[src/inc/rscd_pkg.sv]
`default_nettype none

package rscd_pkg;

  // ----------------------------------------------------------------
  // register indices and byte addresses
  // ----------------------------------------------------------------
  localparam logic [7:0] IDX_AUX_DIV = 8'h2e;
  localparam logic [7:0] IDX_EDGE_RATE = 8'h31;
  localparam logic [7:0] IDX_INSEL = 8'h32;
  localparam logic [7:0] IDX_STATUS = 8'h33;
  localparam logic [7:0] ADDR_AUX_DIV = {IDX_AUX_DIV[5:0], 2'b00};
  localparam logic [7:0] ADDR_EDGE_RATE = {IDX_EDGE_RATE[5:0], 2'b00};
  localparam logic [7:0] ADDR_INSEL = {IDX_INSEL[5:0], 2'b00};
  localparam logic [7:0] ADDR_STATUS = {IDX_STATUS[5:0], 2'b00};

  // ----------------------------------------------------------------
  // values after reset
  // ----------------------------------------------------------------
  localparam logic [7:0] AUX_DIV_RST = 8'h00;
  localparam logic [3:0] EDGE_RATE_RST = 4'h0;
  localparam logic [7:0] INSEL_RST = 8'h95;

  // ----------------------------------------------------------------
  // field positions
  // ----------------------------------------------------------------
  localparam int EDGE_ONE_LSB = 2;
  localparam int EDGE_ZERO_LSB = 0;
  localparam int SEC_KIND_LSB = 6;
  localparam int PRIM_KIND_LSB = 4;
  localparam int SRC_LSB = 0;
  localparam int ST_USE_SEC = 0;
  localparam int ST_PRIM_OK = 1;
  localparam int ST_SEC_OK = 2;
  localparam int ST_DIV_RUN = 3;

  // ----------------------------------------------------------------
  // field encodings
  // ----------------------------------------------------------------
  localparam logic [1:0] EDGE_FAST = 2'h0;
  localparam logic [1:0] EDGE_SLOW = 2'h2;
  localparam logic [1:0] KIND_SINGLE = 2'h0;
  localparam logic [1:0] KIND_DIFF = 2'h1;
  localparam logic [1:0] KIND_XTAL = 2'h2;
  localparam logic [1:0] KIND_OFF = 2'h3;
  localparam logic [1:0] SRC_AUTO = 2'h0;
  localparam logic [1:0] SRC_PIN = 2'h1;
  localparam logic [1:0] SRC_PRIM = 2'h2;
  localparam logic [1:0] SRC_SEC = 2'h3;
  localparam logic [1:0] PIN_LOW = 2'h0;
  localparam logic [1:0] PIN_MID = 2'h1;
  localparam logic [1:0] PIN_HIGH = 2'h2;
  localparam logic [7:0] DIV_OFF = 8'h00;
  localparam logic [7:0] DIV_MIN_CODE = 8'h06;
  localparam logic [8:0] DIV_MIN_RATIO = 9'h006;

  // ----------------------------------------------------------------
  // timing
  // ----------------------------------------------------------------
  localparam int CLK_PERIOD_NS = 4;
  localparam int REF_LOSS_NS = 1000;
  localparam logic [11:0] REF_LOSS_CYC = 12'(REF_LOSS_NS / CLK_PERIOD_NS);

  typedef enum logic [0:0] {
    RSCD_SEL_PRIM = 1'b0,
    RSCD_SEL_SEC = 1'b1
  } rscd_sel_t;

endpackage

`default_nettype wire

[src/rtl/rscd_top.sv]
// Summary of operation
// - divider code zero stops the aux clock
// - codes 1-5 divide by six, else code+1
// - aux one edge: 0 fast, 2 slow
// - aux zero edge: 0 fast, 2 slow
// - second buffer: single, diff, crystal, off
// - second buffer kind bits 7:6, reset crystal
// - first buffer: single, diff, else off
// - first kind bits 5:4 reset diff; 3:2 reserved
// - source: auto, pin, forced first, forced second
// - source bits 1:0, reset to pin control
// - select pin obeyed only for source 01
// - pin low first, mid second, high auto
//
// Implementation choice: the APB interface to the registers.
`default_nettype none

module rscd_top (
  // clock and reset
  input wire logic ref_clk,
  input wire logic rst_b,
  // apb slave
  input wire logic psel,
  input wire logic penable,
  input wire logic pwrite,
  input wire logic [7:0] paddr,
  input wire logic [31:0] pwdata,
  input wire logic [3:0] pstrb,
  output var logic [31:0] prdata,
  output var logic pready,
  output var logic pslverr,
  // stored defaults
  input wire logic [7:0] eeprom_div,
  input wire logic [7:0] eeprom_edge,
  input wire logic [7:0] eeprom_insel,
  input wire logic eeprom_reload,
  // reference inputs and select pin
  input wire logic prim_ref_in,
  input wire logic sec_ref_in,
  input wire logic [1:0] ref_choice_pin,
  // lvcmos pre-divider output
  input wire logic prediv_tick,
  // configuration outputs
  output var logic aux_divider_zero_clk,
  output var logic aux_out_one_slow,
  output var logic aux_out_zero_slow,
  output var logic [1:0] first_ref_buffer_kind,
  output var logic [1:0] second_ref_buffer_kind,
  output var logic first_ref_buffer_on,
  output var logic second_ref_buffer_on,
  output var logic synth_ref_use_sec
);

  // ----------------------------------------------------------------
  // declarations
  // ----------------------------------------------------------------
  logic pready_r;
  logic pready_nxt;
  logic [31:0] prdata_r;
  logic [31:0] prdata_nxt;
  logic pslverr_r;
  logic pslverr_nxt;
  logic [7:0] div_r;
  logic [7:0] div_nxt;
  logic [3:0] edge_r;
  logic [3:0] edge_nxt;
  logic [7:0] insel_r;
  logic [7:0] insel_nxt;
  logic load_pend_r;
  logic load_pend_nxt;
  logic one_slow_r;
  logic one_slow_nxt;
  logic zero_slow_r;
  logic zero_slow_nxt;
  logic prim_on_r;
  logic prim_on_nxt;
  logic sec_on_r;
  logic sec_on_nxt;
  rscd_pkg::rscd_sel_t sel_r;
  rscd_pkg::rscd_sel_t sel_nxt;
  logic use_sec_r;
  logic use_sec_nxt;
  logic access;
  logic wr_done;
  logic hit;
  logic [7:0] rdata;
  logic [1:0] src;
  logic [1:0] prim_kind;
  logic [1:0] sec_kind;
  logic auto_mode;
  logic force_sec;
  logic prim_ok;
  logic sec_ok;
  logic aux_clk;

  // ----------------------------------------------------------------
  // field views
  // ----------------------------------------------------------------
  assign src = insel_r[rscd_pkg::SRC_LSB +: 2];
  assign prim_kind = insel_r[rscd_pkg::PRIM_KIND_LSB +: 2];
  assign sec_kind = insel_r[rscd_pkg::SEC_KIND_LSB +: 2];

  // ----------------------------------------------------------------
  // apb slave
  // ----------------------------------------------------------------
  // one wait state: pready rises in the second access cycle
  assign access = psel & penable;
  assign wr_done = access & pready_r & pwrite & pstrb[0] & hit;

  always_comb
  begin
    hit = 1'b1;
    rdata = 8'h00;
    unique case (paddr)
      rscd_pkg::ADDR_AUX_DIV:
        rdata = div_r;
      rscd_pkg::ADDR_EDGE_RATE:
        rdata = {4'h0, edge_r};
      rscd_pkg::ADDR_INSEL:
        rdata = insel_r;
      rscd_pkg::ADDR_STATUS:
      begin
        rdata[rscd_pkg::ST_USE_SEC] = use_sec_r;
        rdata[rscd_pkg::ST_PRIM_OK] = prim_ok;
        rdata[rscd_pkg::ST_SEC_OK] = sec_ok;
        rdata[rscd_pkg::ST_DIV_RUN] = div_r != rscd_pkg::DIV_OFF;
      end
      default:
        hit = 1'b0;
    endcase
    pready_nxt = access & ~pready_r;
    prdata_nxt = 32'h0000_0000;
    pslverr_nxt = 1'b0;
    if (access & ~pready_r)
    begin
      pslverr_nxt = ~hit;
      if (!pwrite)
        prdata_nxt = {24'h00_0000, rdata};
    end
  end

  always_ff @(posedge ref_clk or negedge rst_b)
  begin
    if (!rst_b)
    begin
      pready_r <= 1'b0;
      prdata_r <= 32'h0000_0000;
      pslverr_r <= 1'b0;
    end
    else
    begin
      pready_r <= pready_nxt;
      prdata_r <= prdata_nxt;
      pslverr_r <= pslverr_nxt;
    end
  end

  // ----------------------------------------------------------------
  // configuration registers
  // ----------------------------------------------------------------
  always_comb
  begin
    div_nxt = div_r;
    edge_nxt = edge_r;
    insel_nxt = insel_r;
    load_pend_nxt = 1'b0;
    if (load_pend_r | eeprom_reload)
    begin
      div_nxt = eeprom_div;
      edge_nxt = eeprom_edge[3:0];
      insel_nxt = eeprom_insel;
    end
    else if (wr_done)
    begin
      unique case (paddr)
        rscd_pkg::ADDR_AUX_DIV:
          div_nxt = pwdata[7:0];
        // edge fields kept, upper bits reserved
        rscd_pkg::ADDR_EDGE_RATE:
          edge_nxt = pwdata[3:0];
        rscd_pkg::ADDR_INSEL:
          insel_nxt = pwdata[7:0];
        default:
          div_nxt = div_r;
      endcase
    end
  end

  always_ff @(posedge ref_clk or negedge rst_b)
  begin
    if (!rst_b)
    begin
      div_r <= rscd_pkg::AUX_DIV_RST;
      edge_r <= rscd_pkg::EDGE_RATE_RST;
      insel_r <= rscd_pkg::INSEL_RST;
      // defaults are sampled by a clock edge after release, never by the reset itself
      load_pend_r <= 1'b1;
    end
    else
    begin
      div_r <= div_nxt;
      edge_r <= edge_nxt;
      insel_r <= insel_nxt;
      load_pend_r <= load_pend_nxt;
    end
  end

  // ----------------------------------------------------------------
  // pad and buffer controls
  // ----------------------------------------------------------------
  always_comb
  begin
    one_slow_nxt = edge_r[rscd_pkg::EDGE_ONE_LSB +: 2] == rscd_pkg::EDGE_SLOW;
    zero_slow_nxt = edge_r[rscd_pkg::EDGE_ZERO_LSB +: 2] == rscd_pkg::EDGE_SLOW;
    // first buffer: codes two and three both off; second buffer off for code three only
    prim_on_nxt = (prim_kind == rscd_pkg::KIND_SINGLE) || (prim_kind == rscd_pkg::KIND_DIFF);
    sec_on_nxt = sec_kind != rscd_pkg::KIND_OFF;
  end

  always_ff @(posedge ref_clk or negedge rst_b)
  begin
    if (!rst_b)
    begin
      one_slow_r <= 1'b0;
      zero_slow_r <= 1'b0;
      prim_on_r <= 1'b0;
      sec_on_r <= 1'b0;
    end
    else
    begin
      one_slow_r <= one_slow_nxt;
      zero_slow_r <= zero_slow_nxt;
      prim_on_r <= prim_on_nxt;
      sec_on_r <= sec_on_nxt;
    end
  end

  // ----------------------------------------------------------------
  // reference activity
  // ----------------------------------------------------------------
  rscd_ref_monitor u_prim_mon (
    .ref_clk(ref_clk),
    .rst_b(rst_b),
    .ref_in(prim_ref_in),
    .enable(prim_on_r),
    .valid(prim_ok)
  );

  rscd_ref_monitor u_sec_mon (
    .ref_clk(ref_clk),
    .rst_b(rst_b),
    .ref_in(sec_ref_in),
    .enable(sec_on_r),
    .valid(sec_ok)
  );

  // ----------------------------------------------------------------
  // synthesizer reference choice
  // ----------------------------------------------------------------
  always_comb
  begin
    auto_mode = 1'b0;
    force_sec = 1'b0;
    unique case (src)
      rscd_pkg::SRC_AUTO:
        auto_mode = 1'b1;
      rscd_pkg::SRC_PIN:
      begin
        unique case (ref_choice_pin)
          rscd_pkg::PIN_LOW:
            force_sec = 1'b0;
          rscd_pkg::PIN_MID:
            force_sec = 1'b1;
          rscd_pkg::PIN_HIGH:
            auto_mode = 1'b1;
          default:
            auto_mode = 1'b1;
        endcase
      end
      rscd_pkg::SRC_PRIM:
        force_sec = 1'b0;
      rscd_pkg::SRC_SEC:
        force_sec = 1'b1;
    endcase
    sel_nxt = sel_r;
    if (auto_mode)
    begin
      unique case (sel_r)
        rscd_pkg::RSCD_SEL_PRIM:
          if (!prim_ok && sec_ok)
            sel_nxt = rscd_pkg::RSCD_SEL_SEC;
        rscd_pkg::RSCD_SEL_SEC:
          if (prim_ok)
            sel_nxt = rscd_pkg::RSCD_SEL_PRIM;
      endcase
    end
    else if (force_sec)
      sel_nxt = rscd_pkg::RSCD_SEL_SEC;
    else
      sel_nxt = rscd_pkg::RSCD_SEL_PRIM;
    use_sec_nxt = sel_nxt == rscd_pkg::RSCD_SEL_SEC;
  end

  always_ff @(posedge ref_clk or negedge rst_b)
  begin
    if (!rst_b)
    begin
      sel_r <= rscd_pkg::RSCD_SEL_PRIM;
      use_sec_r <= 1'b0;
    end
    else
    begin
      sel_r <= sel_nxt;
      use_sec_r <= use_sec_nxt;
    end
  end

  // ----------------------------------------------------------------
  // aux divider
  // ----------------------------------------------------------------
  rscd_aux_div u_aux_div (
    .ref_clk(ref_clk),
    .rst_b(rst_b),
    .ratio_code(div_r),
    .tick(prediv_tick),
    .div_clk(aux_clk)
  );

  // ----------------------------------------------------------------
  // outputs
  // ----------------------------------------------------------------
  assign prdata = prdata_r;
  assign pready = pready_r;
  assign pslverr = pslverr_r;
  assign aux_divider_zero_clk = aux_clk;
  assign aux_out_one_slow = one_slow_r;
  assign aux_out_zero_slow = zero_slow_r;
  assign second_ref_buffer_kind = insel_r[rscd_pkg::SEC_KIND_LSB +: 2];
  assign first_ref_buffer_kind = insel_r[rscd_pkg::PRIM_KIND_LSB +: 2];
  assign first_ref_buffer_on = prim_on_r;
  assign second_ref_buffer_on = sec_on_r;
  assign synth_ref_use_sec = use_sec_r;

endmodule // rscd_top

`default_nettype wire

[src/rtl/rscd_aux_div.sv]
`default_nettype none

module rscd_aux_div (
  // clock and reset
  input wire logic ref_clk,
  input wire logic rst_b,
  // control
  input wire logic [7:0] ratio_code,
  input wire logic tick,
  // divided clock
  output var logic div_clk
);

  logic [8:0] cnt_r;
  logic [8:0] cnt_nxt;
  logic [8:0] ratio_r;
  logic [8:0] ratio_nxt;
  logic out_r;
  logic out_nxt;
  logic [8:0] want;

  always_comb
  begin
    if (ratio_code < rscd_pkg::DIV_MIN_CODE)
      want = rscd_pkg::DIV_MIN_RATIO;
    else
      want = {1'b0, ratio_code} + 9'h001;
    cnt_nxt = cnt_r;
    ratio_nxt = ratio_r;
    out_nxt = out_r;
    if (ratio_code == rscd_pkg::DIV_OFF)
    begin
      cnt_nxt = 9'h000;
      ratio_nxt = want;
      out_nxt = 1'b0;
    end
    else if (tick)
    begin
      // new ratio only at period end, so no runt pulse on a change
      if (cnt_r >= ratio_r - 9'h001)
      begin
        cnt_nxt = 9'h000;
        ratio_nxt = want;
        out_nxt = 1'b1;
      end
      else
      begin
        cnt_nxt = cnt_r + 9'h001;
        out_nxt = (cnt_r + 9'h001) < (ratio_r >> 1);
      end
    end
  end

  always_ff @(posedge ref_clk or negedge rst_b)
  begin
    if (!rst_b)
    begin
      cnt_r <= 9'h000;
      ratio_r <= rscd_pkg::DIV_MIN_RATIO;
      out_r <= 1'b0;
    end
    else
    begin
      cnt_r <= cnt_nxt;
      ratio_r <= ratio_nxt;
      out_r <= out_nxt;
    end
  end

  assign div_clk = out_r;

endmodule // rscd_aux_div

`default_nettype wire

[src/rtl/rscd_ref_monitor.sv]
`default_nettype none

module rscd_ref_monitor (
  // clock and reset
  input wire logic ref_clk,
  input wire logic rst_b,
  // reference level and buffer enable
  input wire logic ref_in,
  input wire logic enable,
  // activity
  output var logic valid
);

  logic prev_r;
  logic prev_nxt;
  logic [11:0] cnt_r;
  logic [11:0] cnt_nxt;
  logic valid_r;
  logic valid_nxt;

  always_comb
  begin
    prev_nxt = ref_in;
    cnt_nxt = cnt_r;
    valid_nxt = valid_r;
    if (!enable)
    begin
      cnt_nxt = 12'h000;
      valid_nxt = 1'b0;
    end
    else if (ref_in != prev_r)
    begin
      cnt_nxt = 12'h000;
      valid_nxt = 1'b1;
    end
    else if (cnt_r >= rscd_pkg::REF_LOSS_CYC - 12'h001)
    begin
      // quiet too long: the reference counts as lost
      valid_nxt = 1'b0;
    end
    else
    begin
      cnt_nxt = cnt_r + 12'h001;
    end
  end

  always_ff @(posedge ref_clk or negedge rst_b)
  begin
    if (!rst_b)
    begin
      prev_r <= 1'b0;
      cnt_r <= 12'h000;
      valid_r <= 1'b0;
    end
    else
    begin
      prev_r <= prev_nxt;
      cnt_r <= cnt_nxt;
      valid_r <= valid_nxt;
    end
  end

  assign valid = valid_r;

endmodule // rscd_ref_monitor

`default_nettype wire

[config.mk]
export PLATFORM = sky130hd
export DESIGN_NAME = rscd_top
export DESIGN_NICKNAME = d
export VERILOG_FILES = /design/src/inc/rscd_pkg.sv /design/src/rtl/rscd_top.sv /design/src/rtl/rscd_aux_div.sv /design/src/rtl/rscd_ref_monitor.sv
export SDC_FILE = /design/constraint.sdc
export NUM_CORES = 1
export LEC_CHECK = 0
export BUFFER_PORTS_ARGS = -buffer_cell sky130_fd_sc_hd__buf_2
export CORE_AREA = 8 8 135 137
export DETAILED_ROUTE_END_ITERATION = 8
export DIE_AREA = 0 0 143 145
export GPL_TIMING_DRIVEN = 0
export MAX_ROUTING_LAYER = met4
export REMOVE_ABC_BUFFERS = 1
export SLEW_MARGIN = 25
export SYNTH_ARGS = -nofsm -noshare
export SYNTH_HDL_FRONTEND = slang
export SYNTH_SLANG_ARGS = --single-unit
export TNS_END_PERCENT = 5
[constraint.sdc]
create_clock -name ref_clk -period 2.5 [get_ports ref_clk]
set_input_delay 0.5 -clock ref_clk [delete_from_list [all_inputs] [get_ports ref_clk]]
set_output_delay 0.5 -clock ref_clk [all_outputs]
set_load 0.05 [all_outputs]
==> run_results.csv <==
group,metric,value,unit
global_route,grt_overflow,0,
worst_setup_path,ff2ff_setup_slack,-0.20,ns
sta,tightest_slew,1.11,ns
floorplan,row_count,47,
global_route,antenna_found_initial,0,
min_path,hp-class,"input pin to asynchronous set/reset pin",
worst_setup_path,worstSetupPathType,"flop to flop",
global_route,grt_usage,11.8,%
drt,drt_iter0_markers,161,
drt,drc_errors,0,
worst_setup_path,worstPathBufferInverterCount,0,
worst_setup_path,cp_cell_sequence,"nor4_4 > nand2_2 > nor3_2 > xnor2_1 > ha_1 > a21oi_2 > o21ai_2 > a211oi_4 > or4b_4 > a31oi_4",
drt,vias,3700,
drt,avgRoutedWirePerCell,14.5,microns
drt,wl,11500,microns
clocking,insertion_delay,0.34,ns
layout,n_antenna_cell,0,
sta,slew_viol_final,0,
floorplan,core_area,16200,sq um
placement,dp_hpwl,8900,microns
yosys,synthTopCellsByArea,"dfrtp_1 40%, ha_1 6.9%, nor2_1 4.8%, buf_4 4.5%, a21oi_1 4.3%",
sta,hold_viol_final,0,
worst_setup_path,endpoint_kind,"flop",
sta,rsz0062_at_grt,"yes",
layout,finalNetCount,672,
sta,fmax,0.370,GHz
global_route,grt_pass1_wl,19500,microns
yosys,yosys-top-cells-count,"76 x dfrtp_1, 60 x nor2_1, 46 x nand2_1",
clocking,clk_pin_slew,0.06,ns
floorplan,die-area,20700,sq um
yosys,synth.yosys.seq_area_share,44.4,%
sta,setup_viol,13,
sta,fin_crit_sh,108,%
clocking,clockBufferDepth,2,
power_and_ir_drop,peakVddDrop,0.000356,V
layout,drive_above_1_share,21.7,%
floorplan,initial_core_util,29.1,%
worst_setup_path,arrival,2.97,ns
placement,numPortBuffers,67,
drt,vias_per_cell,4.67,
worst_setup_path,start_kind,"flop",
layout,final_cells,792,
yosys,synth_flop_cell,"dfrtp_1",
placement,placed_cells,768,
yosys,synthesis.area,4700,sq um
sta,period_needed,2.70,ns
worst_setup_path,crit_path_top_delay_cell,"or4b_4",
worst_setup_path,cpPeakStageDelay,0.52,ns
power_and_ir_drop,power.density,890,nW/um^2
drt,ant_nets,0,
clocking,clock_sinks,83,
yosys,synth_cell_types,57,
yosys,synth_edf_count,0,
worst_setup_path,critPathMaxFanout,5,
sta,timing.hold.ws,0.149,ns
clocking,root_buffer,"clkbuf_16",
yosys,yosysTopAreaCell,"dfrtp_1",
worst_setup_path,required,2.77,ns
floorplan,num_io_pins,123,
drt,dr.pass1.iters,4,
sta,slew-limit-headroom,26.0,%
yosys,synth-async-reset-ratio,100,%
power_and_ir_drop,totalPowerFinal,5000,uW
clocking,numCtsBuffers,9,
clocking,cts_tree,"yes",
sta,setup_slack,-0.201,ns
yosys,ys_seq_elements,83,
layout,syn2layout_area_growth,19.7,%
placement,post-place-ws,-1.01,ns
yosys,yosysMostFrequentCell,"dfrtp_1",
run,drv_cap,0,
placement,gp_congestion,0.831,
yosys,syn_inst,498,
run_status,status,"finished, violations left",
sta,clock_skew,0.00799,ns
floorplan,die_h,145,microns
yosys,yosysTopAreaCellShare,40.5,%
yosys,yosysWarnings,0,
worst_setup_path,crit_family,"simple AND/OR/NAND/NOR gates",
global_route,grt_pass1_vias,3958,
sta,fin_tns_setup,-1.50,ns
clocking,cts_max_level,3,
run_status,violations,"setup timing",
power_and_ir_drop,p_leak,0.00263,uW
global_route,grt_max_degree,44,
clocking,postCtsHoldBufs,0,
floorplan,die_w,143,microns
yosys,syn_area_per_cell,9.43,sq um
kinds of logic (layout without fill, tap and decap cells):
kind of cell | count (synthesis) | count (layout) | share of synthesized area (%)
buffers and inverters | 63 | 113 | 7.56
and+or+nand+nor | 187 | 187 | 20.0
muxes | 13 | 13 | 2.80
AOI/OAI and AO/OA | 94 | 94 | 12.5
DFF | 83 | 83 | 44.4
other | 1 | 25 | 0.0798
xor gates and xnor gates | 31 | 31 | 5.78
adders and majority gates | 26 | 26 | 6.92
per-stage QoR:
stage,utilization (%),area [sq um]
2_1_floorplan,-,4510
3_3_place_gp,31.7,5120
3_5_place_dp,31.9,5160
4_1_cts,34.4,5570
5_1_grt,34.8,5620
6_report,34.8,5620
per-layer routing:
| metal | GRT usage (%) | part of all wire [%] | vias up |
|---|---|---|---|
| met5 | - | 0 | - |
| met4 | 5.37 | 2.1 | 0 |
| met3 | 1.97 | 2.7 | 16 |
| met2 | 18.8 | 48 | 89 |
| met1 | 14.5 | 47 | 1769 |
| li1 | - | - | 1826 |
worst paths after layout:
path | from | cells past startpoint | end
max | u_aux_div.ratio_r[2] | 10 | u_aux_div.cnt_r[3]
min in group ref_clk | sec_ref_in | 1 | u_sec_mon.prev_r
max in group asynchronous | rst_b | 2 | u_aux_div.ratio_r[2]
min reg2reg | edge_r[2] | 1 | aux_out_one_slow
max reg2reg | u_aux_div.ratio_r[2] | 10 | u_aux_div.cnt_r[3]
min | rst_b | 1 | insel_r[6]
area by class of cell:
type,count,area [sq um]
fillers,1668,10500
well taps,220,275
repair buffers,76,418
clock buffers,10,239
multi-input cells,376,2460
flip-flops and latches,83,2090
inverters,21,78.8
clock inverters,6,68.8
power breakdown:
group	internal [uW]	switching, uW
sequential	1560	259
combinational	787	1020
clock	810	561
total	3160	1840
registers in the layout (all words and copies together), names as in the netlist:
name                  flops
u_sec_mon.cnt_r          12
u_aux_div.ratio_r         9
synth_ref_use_sec         1
load_pend_r               1
u_aux_div.cnt_r           9
edge_r                    4
u_sec_mon.prev_r          1
prdata                    8
first_ref_buffer_on       1
u_prim_mon.prev_r         1
pslverr                   1
u_prim_mon.cnt_r         12
insel_r                   8
aux_out_zero_slow         1
u_aux_div.div_clk         1
pready                    1
u_sec_mon.valid           1
second_ref_buffer_on      1
div_r                     8
aux_out_one_slow          1
u_prim_mon.valid          1
cell usage in the layout, fill, tap and decap left out, types with 4 or more instances in the layout:
master and instances:
dfrtp_1 76, buf_2 66, nor2_1 59, nand2_1 45, a21oi_1 39, ha_1 25, conb_1 25, inv_1 20
xnor2_1 20, nand3_1 16, and3_1 13, a31oi_1 13, mux2i_1 12, xor2_1 11, and2_1 9, clkbuf_16 9
buf_4 9, a22oi_1 8, dfstp_2 7, nand3b_1 5, nor4_1 4, o22ai_1 4, nand4_1 4, o21ai_0 4
worst register-to-register path: stages (launching register included):
cell and delay, ns:
dfstp_2 0.41, nor4_4 0.33, nand2_2 0.12, nor3_2 0.13, xnor2_1 0.14, ha_1 0.29, a21oi_2 0.16, o21ai_2 0.09
a211oi_4 0.31, or4b_4 0.52, a31oi_4 0.13
what timing repair did:
item	CTS	global route
setup endpoints to repair	19	24
cloned	0	0
setup buffers	6	2
gates resized for setup	13	7
pin swaps	5	4
Power figures use the tool's default switching activity.
